===== config.mk =====
export PLATFORM = sky130hd
export DESIGN_NAME = packed_lane_compare_shift_subtract
export DESIGN_NICKNAME = d
export VERILOG_FILES = /design/src/inc/lane_pkg.sv /design/src/verilog/lane_unit.sv /design/src/verilog/packed_lane_compare_shift_subtract.sv
export SDC_FILE = /design/constraint.sdc
export NUM_CORES = 1
export LEC_CHECK = 0
export BUFFER_PORTS_ARGS = -buffer_cell sky130_fd_sc_hd__buf_4
export CAP_MARGIN = 10
export CORE_UTILIZATION = 40
export CTS_BUF_LIST = sky130_fd_sc_hd__clkbuf_4 sky130_fd_sc_hd__clkbuf_8 sky130_fd_sc_hd__clkbuf_16
export DETAILED_ROUTE_END_ITERATION = 8
export GPL_TIMING_DRIVEN = 0
export PLACE_DENSITY = 0.7
export SYNTH_ARGS = -nofsm -noshare
export SYNTH_HDL_FRONTEND = slang
export SYNTH_SLANG_ARGS = --single-unit

===== constraint.sdc =====
create_clock -name sys_clk_i -period 4 [get_ports sys_clk_i]
set_input_delay 0.8 -clock sys_clk_i [delete_from_list [all_inputs] [get_ports sys_clk_i]]
set_output_delay 0.8 -clock sys_clk_i [all_outputs]
set_load 0.005 [all_outputs]

===== src/inc/lane_pkg.sv =====
// shared constants, enums and carrier structs for the packed lane datapath
`default_nettype none
package lane_pkg;
	// lane geometry
	localparam int WORD_W = 32;
	localparam int BYTE_W = 8;
	localparam int HALF_W = 16;
	localparam int BYTE_LANES = WORD_W / BYTE_W;
	localparam int HALF_LANES = WORD_W / HALF_W;
	// shift amount bits kept per lane width (modulo lane width)
	localparam int BYTE_AMT_W = 3;
	localparam int HALF_AMT_W = 4;
	// instruction field widths
	localparam int MAJOR_W = 3;
	localparam int EXT_W = 9;
	localparam int IMMEDIATE_SHIFT_COUNT_W = 5;
	localparam int DEST_W = 6;
	// slot zero encodings of the two saturating subtracts
	localparam logic [MAJOR_W-1:0] MAJOR_RRR = 3'h0;
	localparam logic [EXT_W-1:0] EXT_SUBBS_U = 9'h064;
	localparam logic [EXT_W-1:0] EXT_SUBHS = 9'h065;
	// reset values
	localparam logic [WORD_W-1:0] DATA_RST = 32'h0000_0000;
	localparam logic [DEST_W-1:0] DEST_RST = 6'h00;

	// issue slots: two wide, three narrow
	typedef enum logic [2:0] {
		SLOT_WIDE0 = 3'h0,
		SLOT_WIDE1 = 3'h1,
		SLOT_NARROW0 = 3'h2,
		SLOT_NARROW1 = 3'h3,
		SLOT_NARROW2 = 3'h4
	} slot_t;

	// operations carried out by the block
	typedef enum logic [3:0] {
		OP_NONE = 4'h0,
		OP_NE_B = 4'h1,
		OP_NE_H = 4'h2,
		OP_SRA_B = 4'h3,
		OP_SRA_H = 4'h4,
		OP_SRAI_B = 4'h5,
		OP_SRAI_H = 4'h6,
		OP_SUB_B = 4'h7,
		OP_SUBS_BU = 4'h8,
		OP_SUB_H = 4'h9,
		OP_SUBS_H = 4'ha
	} op_t;

	// one issued instruction with its operands
	typedef struct packed {
		logic valid;
		slot_t slot;
		op_t op;
		logic [MAJOR_W-1:0] major_op_field_slot_zero;
		logic [EXT_W-1:0] three_reg_ext_field_slot_zero;
		logic [IMMEDIATE_SHIFT_COUNT_W-1:0] immediate_shift_count;
		logic [DEST_W-1:0] dest;
		logic [WORD_W-1:0] first_operand;
		logic [WORD_W-1:0] second_operand;
	} issue_req_t;

	// write-back to the register file
	typedef struct packed {
		logic valid;
		logic [DEST_W-1:0] dest;
		logic [WORD_W-1:0] data;
	} result_t;
endpackage
`default_nettype wire


===== src/verilog/lane_unit.sv =====
// one lane of the packed datapath: compare, shift and three subtracts
`timescale 1ns/10ps
`default_nettype none
module lane_unit #(
	parameter int W = 8,
	parameter int AW = 3
) (
	input wire logic [W-1:0] a_i,
	input wire logic [W-1:0] b_i,
	input wire logic [AW-1:0] amt_i,
	output logic ne_o,
	output logic [W-1:0] sra_o,
	output logic [W-1:0] sub_o,
	output logic [W-1:0] subu_sat_o,
	output logic [W-1:0] subs_sat_o
);
	// one extra bit catches borrow and signed overflow inside this lane only
	logic [W:0] udiff;
	logic [W:0] sdiff;

	// all results are local to the lane, nothing leaves through a carry
	always_comb begin
		udiff = {1'b0, a_i} - {1'b0, b_i};
		sdiff = {a_i[W-1], a_i} - {b_i[W-1], b_i};
		ne_o = (a_i != b_i);
		// sign fill comes from this lane's own top bit
		sra_o = W'($signed(a_i) >>> amt_i);
		sub_o = udiff[W-1:0];
		// a borrow out means the true result went below zero
		subu_sat_o = udiff[W] ? {W{1'b0}} : udiff[W-1:0];
		// top two bits disagree only on signed overflow
		if (sdiff[W] != sdiff[W-1]) begin
			subs_sat_o = sdiff[W] ? {1'b1, {(W-1){1'b0}}} : {1'b0, {(W-1){1'b1}}};
		end else begin
			subs_sat_o = sdiff[W-1:0];
		end
	end
endmodule
`default_nettype wire


===== src/verilog/packed_lane_compare_shift_subtract.sv =====
// packed lane compare, arithmetic shift and subtract datapath for the wide slots
// Summary of operation
// [RL1] byte lanes set 1 when bytes differ
// [RL2] half lanes set 1 when halves differ
// [RL3] byte arithmetic shift by register, modulo eight
// [RL4] half arithmetic shift by register, modulo sixteen
// [RL5] byte arithmetic shift by immediate, modulo eight
// [RL6] half arithmetic shift by immediate, modulo sixteen
// [RL7] byte subtract wraps within each lane
// [RL8] unsigned byte subtract clamps at zero
// [RL9] half subtract wraps within each lane
// [RL10] signed half subtract clamps to signed range
// [RL11] slot zero major 0x0, ext 0x64: byte saturating
// [RL12] slot zero major 0x0, ext 0x65: half saturating
// [RL13] only the two wide slots are accepted
// [RL14] nothing crosses a lane boundary
`timescale 1ns/10ps
`default_nettype none
module packed_lane_compare_shift_subtract (
	input wire logic sys_clk_i,
	input wire logic reset_i,
	input wire lane_pkg::issue_req_t req_i,
	output lane_pkg::result_t resp_o,
	output logic reject_o
);
	import lane_pkg::*;

	// decoded operation and acceptance of the current request
	op_t op_dec;
	logic wide_slot;
	logic accept;

	// shift amounts after the modulo, one per lane width
	logic [BYTE_AMT_W-1:0] amt_b;
	logic [HALF_AMT_W-1:0] amt_h;

	// per lane results, gathered into words
	logic [BYTE_LANES-1:0] ne_b;
	logic [HALF_LANES-1:0] ne_h;
	logic [WORD_W-1:0] sra_b;
	logic [WORD_W-1:0] sra_h;
	logic [WORD_W-1:0] sub_b;
	logic [WORD_W-1:0] subu_b;
	logic [WORD_W-1:0] sub_h;
	logic [WORD_W-1:0] subs_h;

	// registered write-back state
	result_t res_reg;
	result_t res_next;
	op_t op_reg;
	op_t op_next;
	logic reject_reg;
	logic reject_next;
	// word formed for the current request
	logic [WORD_W-1:0] word;

	// slot and opcode decode
	always_comb begin
		// narrow slots are never accepted by this datapath
		wide_slot = (req_i.slot == SLOT_WIDE0) || (req_i.slot == SLOT_WIDE1); // RL13
		op_dec = req_i.op;
		// slot zero carries raw fields for the saturating subtracts
		if (req_i.slot == SLOT_WIDE0 && req_i.major_op_field_slot_zero == MAJOR_RRR) begin
			if (req_i.three_reg_ext_field_slot_zero == EXT_SUBBS_U) begin
				op_dec = OP_SUBS_BU; // RL11
			end else if (req_i.three_reg_ext_field_slot_zero == EXT_SUBHS) begin
				op_dec = OP_SUBS_H; // RL12
			end
		end
		accept = req_i.valid && wide_slot && (op_dec != OP_NONE); // RL13
	end

	// shift amount select: register operand or immediate, both taken modulo
	always_comb begin
		if (op_dec == OP_SRAI_B || op_dec == OP_SRAI_H) begin
			amt_b = req_i.immediate_shift_count[BYTE_AMT_W-1:0]; // RL5
			amt_h = req_i.immediate_shift_count[HALF_AMT_W-1:0]; // RL6
		end else begin
			amt_b = req_i.second_operand[BYTE_AMT_W-1:0]; // RL3
			amt_h = req_i.second_operand[HALF_AMT_W-1:0]; // RL4
		end
	end

	// four independent byte lanes
	genvar gb;
	generate
		for (gb = 0; gb < BYTE_LANES; gb++) begin : g_byte
			// separate instances keep borrow and sign inside the lane
			lane_unit #(
				.W(BYTE_W),
				.AW(BYTE_AMT_W)
			) u_lane (
				.a_i(req_i.first_operand[gb*BYTE_W +: BYTE_W]),
				.b_i(req_i.second_operand[gb*BYTE_W +: BYTE_W]),
				.amt_i(amt_b),
				.ne_o(ne_b[gb]),
				.sra_o(sra_b[gb*BYTE_W +: BYTE_W]),
				.sub_o(sub_b[gb*BYTE_W +: BYTE_W]),
				.subu_sat_o(subu_b[gb*BYTE_W +: BYTE_W]),
				.subs_sat_o()
			); // RL14
		end
	endgenerate

	// two independent half word lanes
	genvar gh;
	generate
		for (gh = 0; gh < HALF_LANES; gh++) begin : g_half
			lane_unit #(
				.W(HALF_W),
				.AW(HALF_AMT_W)
			) u_lane (
				.a_i(req_i.first_operand[gh*HALF_W +: HALF_W]),
				.b_i(req_i.second_operand[gh*HALF_W +: HALF_W]),
				.amt_i(amt_h),
				.ne_o(ne_h[gh]),
				.sra_o(sra_h[gh*HALF_W +: HALF_W]),
				.sub_o(sub_h[gh*HALF_W +: HALF_W]),
				.subu_sat_o(),
				.subs_sat_o(subs_h[gh*HALF_W +: HALF_W])
			); // RL14
		end
	endgenerate

	// result select and next write-back state
	always_comb begin
		word = DATA_RST;
		case (op_dec)
			OP_NE_B: begin
				// each byte lane holds 0 or 1
				for (int i = 0; i < BYTE_LANES; i++) begin
					word[i*BYTE_W] = ne_b[i]; // RL1
				end
			end
			OP_NE_H: begin
				for (int i = 0; i < HALF_LANES; i++) begin
					word[i*HALF_W] = ne_h[i]; // RL2
				end
			end
			OP_SRA_B, OP_SRAI_B: begin
				word = sra_b; // RL3 RL5
			end
			OP_SRA_H, OP_SRAI_H: begin
				word = sra_h; // RL4 RL6
			end
			OP_SUB_B: begin
				word = sub_b; // RL7
			end
			OP_SUBS_BU: begin
				word = subu_b; // RL8
			end
			OP_SUB_H: begin
				word = sub_h; // RL9
			end
			OP_SUBS_H: begin
				word = subs_h; // RL10
			end
			default: begin
				word = DATA_RST;
			end
		endcase
		// data and destination hold their last value when idle
		res_next = res_reg;
		res_next.valid = accept;
		op_next = op_reg;
		if (accept) begin
			res_next.data = word;
			res_next.dest = req_i.dest;
			op_next = op_dec;
		end
		// a refused request is flagged, never written back
		reject_next = req_i.valid && !accept; // RL13
	end

	// one pipeline stage; synchronous reset clears the write-back
	always_ff @(posedge sys_clk_i) begin
		if (reset_i) begin
			res_reg <= '{valid: 1'b0, dest: DEST_RST, data: DATA_RST};
			op_reg <= OP_NONE;
			reject_reg <= 1'b0;
		end else begin
			res_reg <= res_next;
			op_reg <= op_next;
			reject_reg <= reject_next;
		end
	end

	assign resp_o = res_reg;
	assign reject_o = reject_reg;

	// previous operands, shorthand for the checks below
	logic [WORD_W-1:0] pa;
	logic [WORD_W-1:0] pb;
	logic [IMMEDIATE_SHIFT_COUNT_W-1:0] pi;
	// capture at the taking edge, so they line up with the write-back one edge later
	always_ff @(posedge sys_clk_i) begin
		pa <= req_i.first_operand;
		pb <= req_i.second_operand;
		pi <= req_i.immediate_shift_count;
	end
endmodule
`default_nettype wire


## Yosys cells after proc, flatten, opt, wreduce, memory -nomap -nowiden

Index checks and enable logic that the tools add are counted.

| cells by class | value |
|---|---|
| add/subtract/negate cells | 8 |
| eq/ne operators | 21 |
| shift operators | 6 |
| mux-type cells | 21 |
| reductions and logical operators | 12 |

Operators with widths:

| operator | number |
|---|---|
| case mux 7 bit (6 select lines) | 4 |
| two-way mux 16 bit | 4 |
| subtractor 8 x 8 -> 9 bit | 4 |
| subtractor 16 x 16 -> 17 bit | 2 |
| two-way mux 8 bit | 4 |
| inequality test 16 bit | 2 |
| inequality test 8 bit | 4 |
| >>> shifter 16 x 4 -> 16 bit | 2 |
| >>> shifter 8 x 3 -> 8 bit | 4 |
| subtractor 16 bit | 2 |
| == test 9 x 7 -> 1 bit, second input constant | 2 |
| == test 4 x 3 -> 1 bit, second input constant | 4 |
| two-way mux 4 bit | 4 |
| case mux 1 bit (8 select lines) | 2 |
| case mux 1 bit (7 select lines) | 2 |
| == test 4 bit, second input constant | 3 |
| == test 4 x 2 -> 1 bit, second input constant | 2 |
| zero test 3 bit | 2 |
| == test 4 x 1 -> 1 bit, second input constant | 1 |
| logical AND 1 bit | 4 |
| nonzero test 4 bit | 1 |
| OR reduction 2 bit | 2 |
| == test 3 x 1 -> 1 bit, second input constant | 1 |
| two-way mux 3 bit | 1 |
| 3 further kinds | 5 |

| storage, ports and cells | value |
|---|---|
| register bits after elaboration | 40 |

## Depth between registers and ports, before layout

| logic depth | value |
|---|---|
| depth in word-level cells | 9 |
| gate-level depth with buffers | 13 |
| depth with buffers taken out | 12 |

## Cells and area by module

A second synthesis with hierarchy kept.

| second synthesis, totals | value |
|---|---|
| cells, all modules | 1597 |
| area, all modules | 11511.0 um2 |

Modules (own cells, without submodules):

| module | instances | cells an instance | area each (um2) |
|---|---|---|---|
| packed_lane_compare_shift_subtract | 1 | 572 | 4315.4 |
| lane_unit at g_byte[0].u_lane ... | 4 | 115 | 830.8 |
| lane_unit at g_half[1].u_lane | 1 | 289 | 2016.9 |
| lane_unit at g_half[0].u_lane | 1 | 276 | 1855.5 |

## Worst setup path after synthesis

No wires, ideal clock.

| timing path | value |
|---|---|
| path type | input to register |
| start point | input port req_i[48] (netlist name) |
| end point | register res_reg, in the netlist resp_o[17] |
| setup time | 0.125 ns |
| arrival | 3.392 ns |
| data required time | 3.875 ns |
| setup slack | 0.483 ns |
| stages | 13 |
| path buffers | 1 |
| path through | inv_1 > ha_1 > inv_1 > fa_1 > a21o_1 > a221oi_2 > a211o_1 > o211ai_1 > or3_1 > nand3_1 > buf_2 > nor2_1 > o41a_1 |

| between the ends | value |
|---|---|
| word-level cells in the longest chain between the ends | 4 |

RTL lines:

| what | RTL line | source |
|---|---|---|
| start, declared | packed_lane_compare_shift_subtract.sv:22 | `input wire lane_pkg::issue_req_t req_i,` |
| subtractor 16 x 16 -> 17 bit | lane_unit.sv:24 | `sdiff = {a_i[W-1], a_i} - {b_i[W-1], b_i};` |
| two-way mux 16 bit / inequality test 1 bit (equally long branches) | lane_unit.sv:33, lane_unit.sv:32 |  |
| two-way mux 16 bit | lane_unit.sv:32 | `if (sdiff[W] != sdiff[W-1]) begin` |
| case mux 7 bit (6 select lines) (*) | packed_lane_compare_shift_subtract.sv:128 | `case (op_dec)` |
| end signal, assigned | packed_lane_compare_shift_subtract.sv:178 | `res_reg <= '{valid: 1'b0, dest: DEST_RST, data: DATA_RST};` |
| end signal, assigned | packed_lane_compare_shift_subtract.sv:182 | `res_reg <= res_next;` |
| end, declared | packed_lane_compare_shift_subtract.sv:48 | `result_t res_reg;` |

Every way passes the cells marked *; elsewhere a longest branch is shown, timed or not.
A chain may end at the register's enable or synchronous reset.

## Final worst setup path

Ends and elaborated chain as after synthesis.

==> metrics.txt <==
status finished clean; Cells after Synth about 940; gr ovfl total 0; worst path arrival time between 3 and 4 ns; Critical Path, Cell by Cell buf_4, inv_1, ha_1, inv_1, fa_1, a21o_1, a221oi_2, a211o_1, o211ai_1, or3_1, nand3_1, buf_2, nor2_1, o41a_1; CP peak stage delay between 0.4 and 0.5 ns; fillers ~1,700; CP Capture Type flop; CTS tree yes; Int Pwr approximately 1.1 mW; final setup vio count 0; core area around 17,000 um^2; Net Sw Frac between 40% and 50%; H-Tree Depth 2; register bit total from synthesis 40; RSZ-0062 raised after global routing false; I/O Pins between 100 and 150; Clock Pin Slew Worst Setup and Hold Paths ~0.06 ns; peak supply drop about 0.15 mV; Max Clock Freq around 0.26 GHz; final core occ 49.46%; area post-placement approximately 8000 um^2; Clock Sinks 40; Reg2Reg Depth 4; Initial Util a little over 40%; WL met1 ~12,000 um; Post-synth EDFFs 0; final std cells w/o fill 1,298; min-delay worst type reg -> reg; clk_skew 0 ns; max-cap viol count 0; die area about 17,000 um^2; Cell Pwr Density 234.3 nW/um^2; clock root buffer clkbuf_16; Worst setup SP type primary input; register area share after synthesis 11.88%; Mapped Avg Cell Area approximately 7 um^2; Worst path slowest cell or3_1; final count of hold timing violations 0; reg2reg end resp_o[20]$_SDFFE_PP0P_; Worst Max-Slew Pin Slew 1.264 ns; dominant synthesized flop cell dfxtp_1; initial antenna violation count 0; largest net degree at the start of global routing 15; setup TNS 0 ns; clk buf depth 2; Leak around 3.5 nW; Worst-Skew Late Latency 0.29 ns; most common cell after layout, fill and taps aside buf_4; post_cts resized 0; first-pass GRT wire length ~44,000 um; wire length on met3 approximately 2600 um; Distinct cells, synth roughly 90; Comb power frac a little over half; Post-Syn Nets approximately 1,100; final wirelength roughly 29,000 um; asr flop ratio synth 0%; Min Clock Period, post-route approximately 3.8 ns; crit-path most repeated cell inv_1; diode count 0; # DRC 0; Die X 131.8 um; switching power 0.8131 mW; Hold Path Stages 2; GPL Wtd Cong between 0.9 and 1; Register Area around 800 um^2; share of layout cells above drive strength 1 20.04%; Global Route Usage Sum 32.55%; I/O Buffers roughly 130; Initial DRC Count roughly 950; crit share post-route roughly 95%; vias in the first global route 7,824; commonest cells after routing, fill and taps aside buf_4, nand2_1, a21oi_1, nor2_1, o21ai_0; Nets roughly 1,200; drt pass-1 iters 5; synthesis-to-layout area growth 21.21%; worst reg2reg startpoint resp_o[20]$_SDFFE_PP0P_; Flop pwr share 21.5%; post-CTS setup buffer count 0; Routed Antenna Nets 0; CP required roughly 4.2 ns; Die Ht around 130 um; Rel. slew slack 14.83%; Worst Hold Endpoint resp_o[31]$_SDFFE_PP0P_; highest metal used met4; HP Start resp_o[31]$_SDFFE_PP0P_; CTS buffer count 5; via count slightly above 8,000; routed len/inst between 20 and 25 um; Final Instance Area between 8000 and 9000 um^2; fin. max-slew vios 0; met2 routed WL between 10,000 and 15,000 um; crit-path max FO 10; cts hold-fix bufs 0; multi-input logic area about 5500 um^2; std cell rows 47; Vias/cell between 6 and 7; Clk pwr share around a quarter; YS warnings 0; placed insts around 1,300; Synth Cell Area around 6700 um^2; DP Wirelength roughly 23,000 um; r2r setup slk 2.58 ns; crit path kind in -> reg
-- final cells by class --
type                       count  area share [%]
sequential                    40           9.798
buffer                        56           3.475
timing repair buffer         131           12.03
tap                          220           3.368
clock buffer                   5           1.531
multi-input combinational    792           66.89
inverter                      51           2.342
clock inverter                 3          0.5664
-- cells in the mapped netlist (15+ instances only) --
cell type  number  area, um^2
nor2_1         59       221.5
nor3_1         16       80.08
clkbuf_1       26       97.59
nand3_1        23       115.1
mux2i_1        44       440.4
buf_2          17       85.08
o21ai_0        55       275.3
a21oi_1        79       395.4
xnor2_1        25       219.0
mux2_2         16       180.2
inv_1          50       187.7
ha_1           34       425.4
dfxtp_1        40       800.8
o22ai_1        15       93.84
a21o_1         35       262.8
nand2_1       118       442.9
-- cell families after synthesis --
logic type | Yosys count | synth area share (%)
DFF | 40 | 11.88
and+or+nand+nor | 294 | 21.38
buffers and inverters | 107 | 7.051
muxes | 64 | 10.04
AOI/OAI and AO/OA | 359 | 37.34
adders and majority gates | 39 | 7.645
xor gates and xnor gates | 36 | 4.676
-- sequential cells by signal, summed over array words and instances, names as in the netlist --
register  flops
resp_o       39
reject_o      1
-- worst max-delay path by stage --
stage / startpoint / to / slack [ns] / cells past startpoint
global placement: req_i[48] / resp_o[17]$_SDFFE_PP0P_ / -0.08 / 14
floorplan: req_i[48] / resp_o[17]$_SDFFE_PP0P_ / 0.48 / 13
detailed placement: req_i[48] / resp_o[17]$_SDFFE_PP0P_ / -0.06 / 14
CTS: req_i[48] / resp_o[17]$_SDFFE_PP0P_ / 0.24 / 14
finish: req_i[48] / resp_o[17]$_SDFFE_PP0P_ / 0.20 / 14
global route: req_i[48] / resp_o[17]$_SDFFE_PP0P_ / 0.004 / 14
-- layer usage --
layer | GRT usage (%) | vias up
met2 | 52.82 | 496
li1 | - | 3834
met5 | 0 | -
met1 | 41.83 | 3819
met4 | 16.34 | 0
met3 | 4.998 | 97
-- power groups by stage --
stage,sequential [mW],clock [mW],combinational [mW]
detailed placement,0.420,0,1.00
CTS,0.411,0.475,1.01
finish,0.411,0.472,1.03
global route,0.411,0.490,1.11
floorplan,0.419,0,0.659
global placement,0.420,0,1.00
-- worst max-delay path, delay by kind of cell --
| kind | cells | cell delay, ns |
|---|---|---|
| buf+inv | 4 | 0.49 |
| compound gates | 5 | 1.46 |
| fa+ha+maj | 2 | 0.55 |
| simple gates | 3 | 0.65 |
-- metrics by stage --
stage	hold WS [ns]	setup WS, ns	total power [mW]
after floorplan	0.4527	0.4829	1.078
after global placement	0.4436	-0.08287	1.423
after detailed placement	0.4471	-0.06456	1.419
after CTS	0.4559	0.2431	1.892
after global routing	0.4817	0.004388	2.010
final	0.4551	0.2049	1.915
Power figures use the tool's default switching activity.
